## src/hw/sarseq_pkg.sv

```systemverilog
// sarseq_pkg: constants shared by the converter sequencer.
// assumes a 32-bit classic wishbone slave, byte addresses in 8 bits.
package sarseq_pkg;
   localparam int CONV_CYCLES  = 96; // converter clocks per sample
   localparam int PWRUP_CYCLES = 4;  // analogue warm-up after enable
   localparam int FIFO_DEPTH   = 8;
   localparam int NCHAN        = 5;  // four pins plus thermal sensor
   // register byte offsets
   localparam logic [7:0] OFS_CS   = 8'h00;
   localparam logic [7:0] OFS_RES  = 8'h04;
   localparam logic [7:0] OFS_FCS  = 8'h08;
   localparam logic [7:0] OFS_FIFO = 8'h0c;
   localparam logic [7:0] OFS_DIV  = 8'h10;
   localparam logic [7:0] OFS_INTR = 8'h14;
   localparam logic [7:0] OFS_IRQ_MASK_BITS = 8'h18;
   localparam logic [7:0] OFS_INTF = 8'h1c;
   localparam logic [7:0] OFS_IRQ_MASKED_STATE = 8'h20;
   // control/status field positions
   localparam int CS_ON = 0, CS_BIAS = 1, CS_ONCE = 2, CS_MANY = 3;
   localparam int CS_IDLE = 8, CS_ERR = 9, CS_PICK = 12, CS_ROT = 16;
   // fifo control field positions
   localparam int FCS_EN = 0, FCS_SHIFT = 1, FCS_ETAG = 2, FCS_DREQ = 3;
   localparam int FCS_EMPTY = 8, FCS_FULL = 9, FCS_LOST = 10;
   localparam int FCS_LVL = 16, FCS_THR = 24;
   localparam int FIFO_ERR = 15;
   localparam int DIV_FRAC = 0, DIV_INT = 8;
   // values after reset
   localparam logic [3:0]  RST_FIFO_LEVEL_TRIGGER = 4'h0;
   localparam logic [2:0]  RST_PICK   = 3'h0;
   localparam logic [15:0] RST_INT    = 16'h0000;
   localparam logic [7:0]  RST_FRAC   = 8'h00;
   typedef enum logic [3:0] {
      ST_OFF  = 4'b0001,
      ST_PWR  = 4'b0010,
      ST_IDLE = 4'b0100,
      ST_CONV = 4'b1000
   } sarseq_state_t;
endpackage

```

## src/hw/sarseq_top.sv

```systemverilog
// sarseq_top: sequencer, pacing timer, rotation and sample fifo.
// assumes the analogue core holds data and error stable near the end
// of each 96-cycle conversion; all on clk_i.
//
// The implementer's own choices: the Wishbone slave port and the address map.
`timescale 1ns/1ps
module sarseq_top
   import sarseq_pkg::*;
#(
   parameter int DW = 12
) (
   input  wire logic          clk_i,
   input  wire logic          rst_i,
   input  wire logic          ce_i,
   input  wire logic          wb_cyc_i,
   input  wire logic          wb_stb_i,
   input  wire logic          wb_we_i,
   input  wire logic [7:0]    wb_adr_i,
   input  wire logic [3:0]    wb_sel_i,
   input  wire logic [31:0]   wb_dat_i,
   output logic      [31:0]   wb_dat_o,
   output logic               wb_ack_o,
   input  wire logic [DW-1:0] sar_data_i,
   input  wire logic          sar_err_i,
   output logic               sar_power_o,
   output logic               sar_start_o,
   output logic      [2:0]    sar_chan_o,
   output logic               thermal_bias_o,
   output logic               dma_req_o,
   output logic               irq_o
);
   // ---- functions ----
   // byte-lane merge of a write onto the current value
   function automatic logic [31:0] merge(input logic [31:0] old, input logic [31:0] dat,
                                        input logic [3:0] sel);
      logic [31:0] r;
      r = old;
      for (int i = 0; i < 4; i++) begin
         if (sel[i]) r[i*8 +: 8] = dat[i*8 +: 8];
      end
      return r;
   endfunction
   // next set mask bit after cur, cyclic over five inputs
   function automatic logic [2:0] next_chan(input logic [2:0] cur, input logic [4:0] m);
      logic [2:0] r;
      logic [2:0] c;
      r = cur;
      c = cur;
      for (int k = 0; k < NCHAN; k++) begin
         c = (c == 3'(NCHAN - 1)) ? 3'h0 : 3'(c + 3'h1);
         if (m[c] && r == cur && k < NCHAN) r = c;
      end
      // loop above keeps the first hit whether or not cur itself is set; the loop below finds the same one
      for (int k = NCHAN - 1; k >= 0; k--) begin
         if (m[3'((int'(cur) + 1 + k) % NCHAN)]) r = 3'((int'(cur) + 1 + k) % NCHAN);
      end
      return r;
   endfunction

   // ---- state ----
   sarseq_state_t         state;
   logic [6:0]            cnv_cnt;
   logic [2:0]            pwr_cnt;
   logic                  conv_on, bias_on, many_go;
   logic [2:0]            pick;
   logic [4:0]            rot_mask;
   logic [DW-1:0]         latest;
   logic                  last_err;
   logic                  fifo_en, byte_pack, err_tag, dma_request_allow, lost;
   logic [3:0]            fifo_level_trigger;
   logic [15:0]           pace_int;
   logic [7:0]            pace_frac, pace_acc;
   logic [16:0]           pace_cnt;
   logic                  irq_mask_bits, intf;
   logic [DW:0]           sar_s1, sar_s2;
   logic [DW:0]           fifo_mem [FIFO_DEPTH];
   logic [2:0]            wr_ptr, rd_ptr;
   logic [3:0]            level;

   // ---- bus decode ----
   logic        req, wr, rd, w_cs, w_fcs, w_div, w_irq_mask_bits, w_intf, pop, push, full, empty;
   logic [31:0] cs_view, fcs_view, cs_new, fcs_new, div_new;
   assign req    = wb_cyc_i & wb_stb_i & ~wb_ack_o;
   assign wr     = req & wb_we_i;
   assign rd     = req & ~wb_we_i;
   assign w_cs   = wr && wb_adr_i == OFS_CS;
   assign w_fcs  = wr && wb_adr_i == OFS_FCS;
   assign w_div  = wr && wb_adr_i == OFS_DIV;
   assign w_irq_mask_bits = wr && wb_adr_i == OFS_IRQ_MASK_BITS;
   assign w_intf = wr && wb_adr_i == OFS_INTF;
   assign full   = level == 4'(FIFO_DEPTH);
   assign empty  = level == 4'h0;
   assign pop    = rd && wb_adr_i == OFS_FIFO && !empty;

   // status views; reserved bits read zero
   always_comb begin
      cs_view = 32'h0;
      cs_view[CS_ON]   = conv_on;
      cs_view[CS_BIAS] = bias_on;
      cs_view[CS_MANY] = many_go;
      cs_view[CS_IDLE] = state == ST_IDLE;
      cs_view[CS_ERR]  = last_err;
      cs_view[CS_PICK +: 3] = pick;
      cs_view[CS_ROT +: 5]  = rot_mask;
      fcs_view = 32'h0;
      fcs_view[FCS_EN]    = fifo_en;
      fcs_view[FCS_SHIFT] = byte_pack;
      fcs_view[FCS_ETAG]  = err_tag;
      fcs_view[FCS_DREQ]  = dma_request_allow;
      fcs_view[FCS_EMPTY] = empty;
      fcs_view[FCS_FULL]  = full;
      fcs_view[FCS_LOST]  = lost;
      fcs_view[FCS_LVL +: 4] = level;
      fcs_view[FCS_THR +: 4] = fifo_level_trigger;
   end
   assign cs_new  = merge(cs_view, wb_dat_i, wb_sel_i);
   assign fcs_new = merge(fcs_view, wb_dat_i, wb_sel_i);
   assign div_new = merge({8'h0, pace_int, pace_frac}, wb_dat_i, wb_sel_i);

   // ---- analogue inputs pass two flops ----
   always_ff @(posedge clk_i) begin
      if (rst_i) begin
         sar_s1 <= '0;
         sar_s2 <= '0;
      end else if (ce_i) begin
         sar_s1 <= {sar_err_i, sar_data_i};
         sar_s2 <= sar_s1;
      end
   end

   // ---- pacing and sequencing terms ----
   logic       div_zero, pace_tick, once, done, restart, start_now, at_thr, raw;
   logic [8:0] acc_sum;
   logic [2:0] pick_nx, pick_wr;
   assign div_zero  = pace_int == 16'h0;
   assign pace_tick = many_go && pace_cnt == 17'h0;
   assign acc_sum   = {1'b0, pace_acc} + {1'b0, pace_frac};
   assign once      = w_cs && cs_new[CS_ONCE];
   assign done      = state == ST_CONV && cnv_cnt == 7'(CONV_CYCLES - 1);
   // no pacing: the next sample starts straight from the finish
   assign restart   = done && conv_on && many_go && div_zero;
   assign start_now = once || (many_go && (div_zero || pace_tick));
   assign pick_nx   = (rot_mask != 5'h0) ? next_chan(pick, rot_mask) : pick;
   assign pick_wr   = (cs_new[CS_PICK +: 3] > 3'h4) ? 3'h4 : cs_new[CS_PICK +: 3];

   // pacing divider; count restarts on any write of the fields
   always_ff @(posedge clk_i) begin
      if (rst_i) begin
         pace_int  <= RST_INT;
         pace_frac <= RST_FRAC;
         pace_cnt  <= 17'h0;
         pace_acc  <= 8'h0;
      end else if (ce_i) begin
         if (w_div) begin
            pace_int  <= div_new[DIV_INT +: 16];
            pace_frac <= div_new[DIV_FRAC +: 8];
            pace_cnt  <= {1'b0, div_new[DIV_INT +: 16]};
            pace_acc  <= 8'h0;
         end else if (!many_go) begin
            pace_cnt <= {1'b0, pace_int};
            pace_acc <= 8'h0;
         end else if (pace_cnt == 17'h0) begin
            // carry out of the accumulator stretches one interval
            pace_acc <= acc_sum[7:0];
            pace_cnt <= {1'b0, pace_int} + {16'h0, acc_sum[8]};
         end else begin
            pace_cnt <= pace_cnt - 17'h1;
         end
      end
   end

   // control fields of the control/status register
   always_ff @(posedge clk_i) begin
      if (rst_i) begin
         conv_on  <= 1'b0;
         bias_on  <= 1'b0;
         many_go  <= 1'b0;
         pick     <= RST_PICK;
         rot_mask <= 5'h0;
      end else if (ce_i) begin
         if (w_cs) begin
            conv_on  <= cs_new[CS_ON];
            bias_on  <= cs_new[CS_BIAS];
            many_go  <= cs_new[CS_MANY];
            // values above four are held off the mux
            pick     <= pick_wr;
            rot_mask <= cs_new[CS_ROT +: 5];
         end else if (done) begin
            pick <= pick_nx;
         end
      end
   end
   assign thermal_bias_o = bias_on;
   assign sar_power_o    = state != ST_OFF;

   // sequencer: off, warm-up, idle, converting
   always_ff @(posedge clk_i) begin
      if (rst_i) begin
         state   <= ST_OFF;
         cnv_cnt <= 7'h0;
         pwr_cnt <= 3'h0;
      end else if (ce_i) begin
         case (state)
            ST_OFF: begin
               pwr_cnt <= 3'h0;
               if (conv_on) state <= ST_PWR;
            end
            ST_PWR: begin
               pwr_cnt <= pwr_cnt + 3'h1;
               if (!conv_on) state <= ST_OFF;
               else if (pwr_cnt == 3'(PWRUP_CYCLES - 1)) state <= ST_IDLE;
            end
            ST_IDLE: begin
               cnv_cnt <= 7'h0;
               if (!conv_on) state <= ST_OFF;
               else if (start_now) state <= ST_CONV;
            end
            ST_CONV: begin
               // triggers during a conversion are simply not looked at
               cnv_cnt <= cnv_cnt + 7'h1;
               if (!conv_on) state <= ST_OFF;
               else if (restart) cnv_cnt <= 7'h0;
               else if (done) state <= ST_IDLE;
            end
            default: state <= ST_OFF;
         endcase
      end
   end

   // start pulse and channel to the analogue core
   always_ff @(posedge clk_i) begin
      if (rst_i) begin
         sar_start_o <= 1'b0;
         sar_chan_o  <= 3'h0;
      end else if (ce_i) begin
         sar_start_o <= (state == ST_IDLE && conv_on && start_now) || restart;
         if (state == ST_IDLE) sar_chan_o <= w_cs ? pick_wr : pick;
         else if (restart) sar_chan_o <= pick_nx;
      end
   end

   // latest result, taken when the period ends
   always_ff @(posedge clk_i) begin
      if (rst_i) begin
         latest   <= '0;
         last_err <= 1'b0;
      end else if (ce_i && done) begin
         latest   <= sar_s2[DW-1:0];
         last_err <= sar_s2[DW];
      end
   end

   // ---- sample fifo ----
   logic [DW:0] entry;
   assign push  = done && fifo_en;
   assign entry = {err_tag & sar_s2[DW],
                   byte_pack ? {4'h0, sar_s2[DW-1:4]} : sar_s2[DW-1:0]};
   always_ff @(posedge clk_i) begin
      if (rst_i) begin
         wr_ptr <= 3'h0;
         rd_ptr <= 3'h0;
         level  <= 4'h0;
      end else if (ce_i) begin
         // a full fifo keeps its contents; the new sample is dropped
         if (push && !full) begin
            fifo_mem[wr_ptr] <= entry;
            wr_ptr <= wr_ptr + 3'h1;
         end
         if (pop) rd_ptr <= rd_ptr + 3'h1;
         level <= level + {3'h0, push && !full} - {3'h0, pop};
      end
   end

   // fifo control; lost flag set beats a same-cycle clear
   always_ff @(posedge clk_i) begin
      if (rst_i) begin
         fifo_en   <= 1'b0;
         byte_pack <= 1'b0;
         err_tag   <= 1'b0;
         dma_request_allow   <= 1'b0;
         fifo_level_trigger    <= RST_FIFO_LEVEL_TRIGGER;
         lost      <= 1'b0;
         irq_mask_bits      <= 1'b0;
         intf      <= 1'b0;
      end else if (ce_i) begin
         if (w_fcs) begin
            fifo_en   <= fcs_new[FCS_EN];
            byte_pack <= fcs_new[FCS_SHIFT];
            err_tag   <= fcs_new[FCS_ETAG];
            dma_request_allow   <= fcs_new[FCS_DREQ];
            fifo_level_trigger    <= fcs_new[FCS_THR +: 4];
         end
         if (push && full) lost <= 1'b1;
         else if (w_fcs && wb_sel_i[1] && wb_dat_i[FCS_LOST]) lost <= 1'b0;
         if (w_irq_mask_bits) irq_mask_bits <= wb_dat_i[0];
         if (w_intf) intf <= wb_dat_i[0];
      end
   end

   // level-driven request and interrupt; no latch, so draining below the trigger clears dma_req_o, and irq_o while intf is clear
   assign at_thr    = level >= fifo_level_trigger;
   assign raw       = at_thr;
   assign dma_req_o = dma_request_allow && at_thr;
   assign irq_o     = (raw || intf) && irq_mask_bits;

   // ---- bus answer: one wait state, read data registered ----
   always_ff @(posedge clk_i) begin
      if (rst_i) begin
         wb_ack_o <= 1'b0;
         wb_dat_o <= 32'h0;
      end else if (ce_i) begin
         wb_ack_o <= req;
         if (rd) begin
            case (wb_adr_i)
               OFS_CS:   wb_dat_o <= cs_view;
               OFS_RES:  wb_dat_o <= {20'h0, latest};
               OFS_FCS:  wb_dat_o <= fcs_view;
               OFS_FIFO: wb_dat_o <= empty ? 32'h0 :
                                     {16'h0, fifo_mem[rd_ptr][DW], 3'h0, fifo_mem[rd_ptr][DW-1:0]};
               OFS_DIV:  wb_dat_o <= {8'h0, pace_int, pace_frac};
               OFS_INTR: wb_dat_o <= {31'h0, raw};
               OFS_IRQ_MASK_BITS: wb_dat_o <= {31'h0, irq_mask_bits};
               OFS_INTF: wb_dat_o <= {31'h0, intf};
               OFS_IRQ_MASKED_STATE: wb_dat_o <= {31'h0, irq_o};
               default:  wb_dat_o <= 32'h0;
            endcase
         end
      end
   end

   logic [17:0] gap;
   always_ff @(posedge clk_i) begin
      if (rst_i || w_div || !many_go) gap <= 18'h1;
      else if (ce_i) gap <= pace_tick ? 18'h1 : gap + 18'h1;
   end
endmodule // sarseq_top

```

## config.mk

```make
export PLATFORM = sky130hd
export DESIGN_NAME = sarseq_top
export DESIGN_NICKNAME = d
export VERILOG_FILES = /design/src/hw/sarseq_pkg.sv /design/src/hw/sarseq_top.sv
export SDC_FILE = /design/constraint.sdc
export NUM_CORES = 1
export LEC_CHECK = 0
export ABC_AREA = 1
export BUFFER_PORTS_ARGS = -buffer_cell sky130_fd_sc_hd__buf_2
export CORE_ASPECT_RATIO = 1.75
export CORE_MARGIN = 5
export CORE_UTILIZATION = 60
export CTS_CLUSTER_DIAMETER = 150
export DETAILED_ROUTE_END_ITERATION = 12
export GPL_TIMING_DRIVEN = 0
export PLACE_DENSITY = 0.79
export SLEW_MARGIN = 40
export SYNTH_ARGS = -nofsm -noshare
export SYNTH_HDL_FRONTEND = slang
export SYNTH_SLANG_ARGS = --single-unit
export TNS_END_PERCENT = 5
```

## constraint.sdc

```tcl
create_clock -name clk_i -period 6.7 [get_ports clk_i]
set_clock_uncertainty 0.1 [all_clocks]
set_input_delay 2.01 -clock clk_i [delete_from_list [all_inputs] [get_ports clk_i]]
set_output_delay 2.01 -clock clk_i [all_outputs]
set_load 0.005 [all_outputs]
```

==> reports/metrics.cfg <==
[sta]
hold_violations=0
setup_viol=0
worst_pin_slew_ns=0.882
final.period_utilization=0.901
rsz0062_at_grt=false
slew_viol_final=0
period_minus_slack_ns=6.04
fin_tns_setup_ns=0
slew_headroom=0.412
max_freq_mhz=166

[floorplan]
core_mm2=0.0260
die_x_um=132
rows=78
initial_core_util=0.606
design.die.area_mm2=0.0297
io_pins=104
die-height_um=224

[worst_setup_path]
crit_required_ns=7.07
rr_worst_depth=36
crit_type=flip-flop to flip-flop
critPathSlowestCell=dfxtp_2
rr_endpoint=sar_chan_o[1]
crit_top_cell=nand2_1
max_stage_delay_ns=0.46
arrival_ns=6.41
r2r_slack_ns=0.66
cp_max_fo=10
worstSetupEndpointType=flip-flop
r2r_start=pick[0]
startpoint_type=flip-flop

[clocking]
max-clock-path-buffers=3
cts_setup_buffers=0
clock_sinks=274
cts_root_buf=clkbuf_16
cts_hold_buf=0
cts_htree_levels=1
clk-insertion-delay-late_ns=0.55
cts_tree=yes
cts_buffers=25
clkTransAtPathRegs_ns=0.07

[drt]
dr.pass1.iters=9
route.detailed.drc=0
via_per_inst=6.06
vias=15300
wl_per_cell_um=20.2
routed_wl_mm=50.9
antenna_left=0
first_iter_violations=1313

[synth]
avgSynthCellArea_um2=7.65
synth_commonest_cells=359 x nand2_1, 227 x inv_1, 227 x nor2_1
synth.cell_area_mm2=0.0157
yosys_register_bits=274
synth.most_common_cell=nand2_1
synth_ff_type=dfxtp_1
synth_top_area_share=0.216
ys_warn_count=0
synth_cell_type_count=60
async_flop_share=0
synthCells=2057
ys_seq_area_frac=0.415
synthTopCellsByArea=dfxtp_1 22%, edfxtp_1 20%, nand2_1 8.6%, o21ai_0 6.9%, ha_1 5.6%
yosys.area.top_type=dfxtp_1
synth_edf_count=104

[global_route]
grt_start_max_net_pins=17
antenna_found_initial=1
gr-usage-all-layers=0.332
grt_pass1_vias=14800
overflow=0
grt_pass1_wl_mm=78.2

[layout]
areaGrowthSynthToFinish_pct=11.9
nNetsFinal=2318
drive_gt1_frac=0.107
layout.area.seq_mm2=0.00653
finish.utilization=0.678
fill_cells=2233
multi_input_area_mm2=0.00804

[placement]
hpwl_mm=39.0
gp_congestion=0.995
io_buffers=92

[min_path]
holdPathStages=2
hold_end=wb_dat_o[13]
hold_path.startpoint=wb_dat_o[13]
hold_path.class=flip-flop to flip-flop

[pwr]
power_density_mw_per_mm2=203
leakage_nw=7.15
ir_drop_uv=265

[run_status]
status=complete, no violations

[run]
maxCapViolations=0

## sequential cells by signal, summed over array words and instances (netlist names), 4 cells and up, named ones only
signal              flops
level                   4
fifo_level_trigger      4
cnv_cnt                 7
pace_int               16
fifo_mem              104
pace_acc                8
sar_s2                 13
sar_s1                 13
rot_mask                5
state                   4
latest                 12
pace_cnt               17
wb_dat_o               28
pace_frac               8
## timing repair
action	CTS	global route
hold endpoints to repair	0	0
endpoints found under the setup margin	0	6
gates resized for setup	0	6
## report_power, final
part / switching [mW] / internal [mW]
Clock: 0.654 / 0.915
Sequential: 0.0209 / 1.75
Combinational: 0.168 / 0.0688
## area by class of cell
| cell class | count | share of cell area |
|---|---|---|
| Multi-Input combinational cell | 1460 | 0.456 |
| Clock buffer | 29 | 0.0381 |
| Timing Repair Buffer | 96 | 0.0276 |
| Clock inverter | 17 | 0.0127 |
| Sequential cell | 274 | 0.371 |
| Buffer | 88 | 0.0210 |
| Tap cell | 320 | 0.0227 |
| Antenna cell | 1 | 0.000142 |
| Inverter | 238 | 0.0507 |
## layer usage
layer / global-route usage / part of all wire / up-vias
met5: 0 / 0 / -
met2: 0.598 / 0.50 / 746
met4: 0.262 / 0.094 / 0
met3: 0.0524 / 0.069 / 252
met1: 0.341 / 0.33 / 7076
li1: - / - / 7224
## cells in the final DEF, fill, tap and decap left out, types with 10 or more instances in the layout
cell,synthesis,layout
nor3_1,36,33
o211ai_1,15,15
inv_1,227,229
nand3_1,117,117
a21oi_1,139,139
clkbuf_16,0,25
nand2_1,359,359
dfxtp_1,170,169
nand2_4,11,11
edfxtp_1,104,104
a211oi_1,19,19
clkbuf_1,75,76
o21ai_1,8,14
buf_2,5,98
nand4_1,12,12
nor2_4,4,10
nand2_2,17,17
o22ai_1,25,25
nor2_1,227,221
xnor2_1,10,10
ha_1,70,69
a31oi_1,27,27
xor2_1,35,35
o21ai_0,216,210
o221ai_1,25,25
## stage by stage
step                instances  instance area [µm²]  power [mW]  hold slack [ns]  setup slack [ns]
finish                   2523                17600        3.58            0.367             0.665
global route             2522                17600        3.68            0.382            0.0513
CTS                      2522                17600        3.57            0.367            0.0712
detailed placement       2476                16700        2.03            0.355            0.0978
global placement         2472                16600        2.03            0.349             0.143
floorplan                2060                15800        1.94            0.333              1.41
## worst max-delay path by stage
stage,to,start,slack [ns]
final,sar_chan_o[1],pick[0],0.66
after global routing,sar_chan_o[1],pick[0],0.05
after CTS,sar_chan_o[1],pick[0],0.07
after detailed placement,sar_chan_o[1],pick[0],0.1
after global placement,sar_chan_o[1],pick[0],0.14
after floorplan,sar_chan_o[1],pick[0],1.41
## worst max-delay path: cells and delay by family (launching register included)
kind / cells / cell delay (ns)
buffers and inverters: 7 / 1.28
xor gates and xnor gates: 1 / 0.25
AOI/OAI and AO/OA: 4 / 0.89
and+or+nand+nor: 20 / 1.80
adders and majority gates: 4 / 1.16
DFF: 1 / 0.46
## kinds of logic after synthesis
logic type               after synthesis  share of synthesized area
XOR/XNOR                              46                     0.0261
multiplexers                           1                   0.000636
flip-flops                           274                      0.415
other                                  1                   0.000238
buffers and inverters                326                     0.0798
adder cells (fa/ha/maj)               72                     0.0582
AND/OR/NAND/NOR                      828                      0.235
AO/OA/AOI/OAI                        509                      0.185
(Power assumes the default switching activity.)
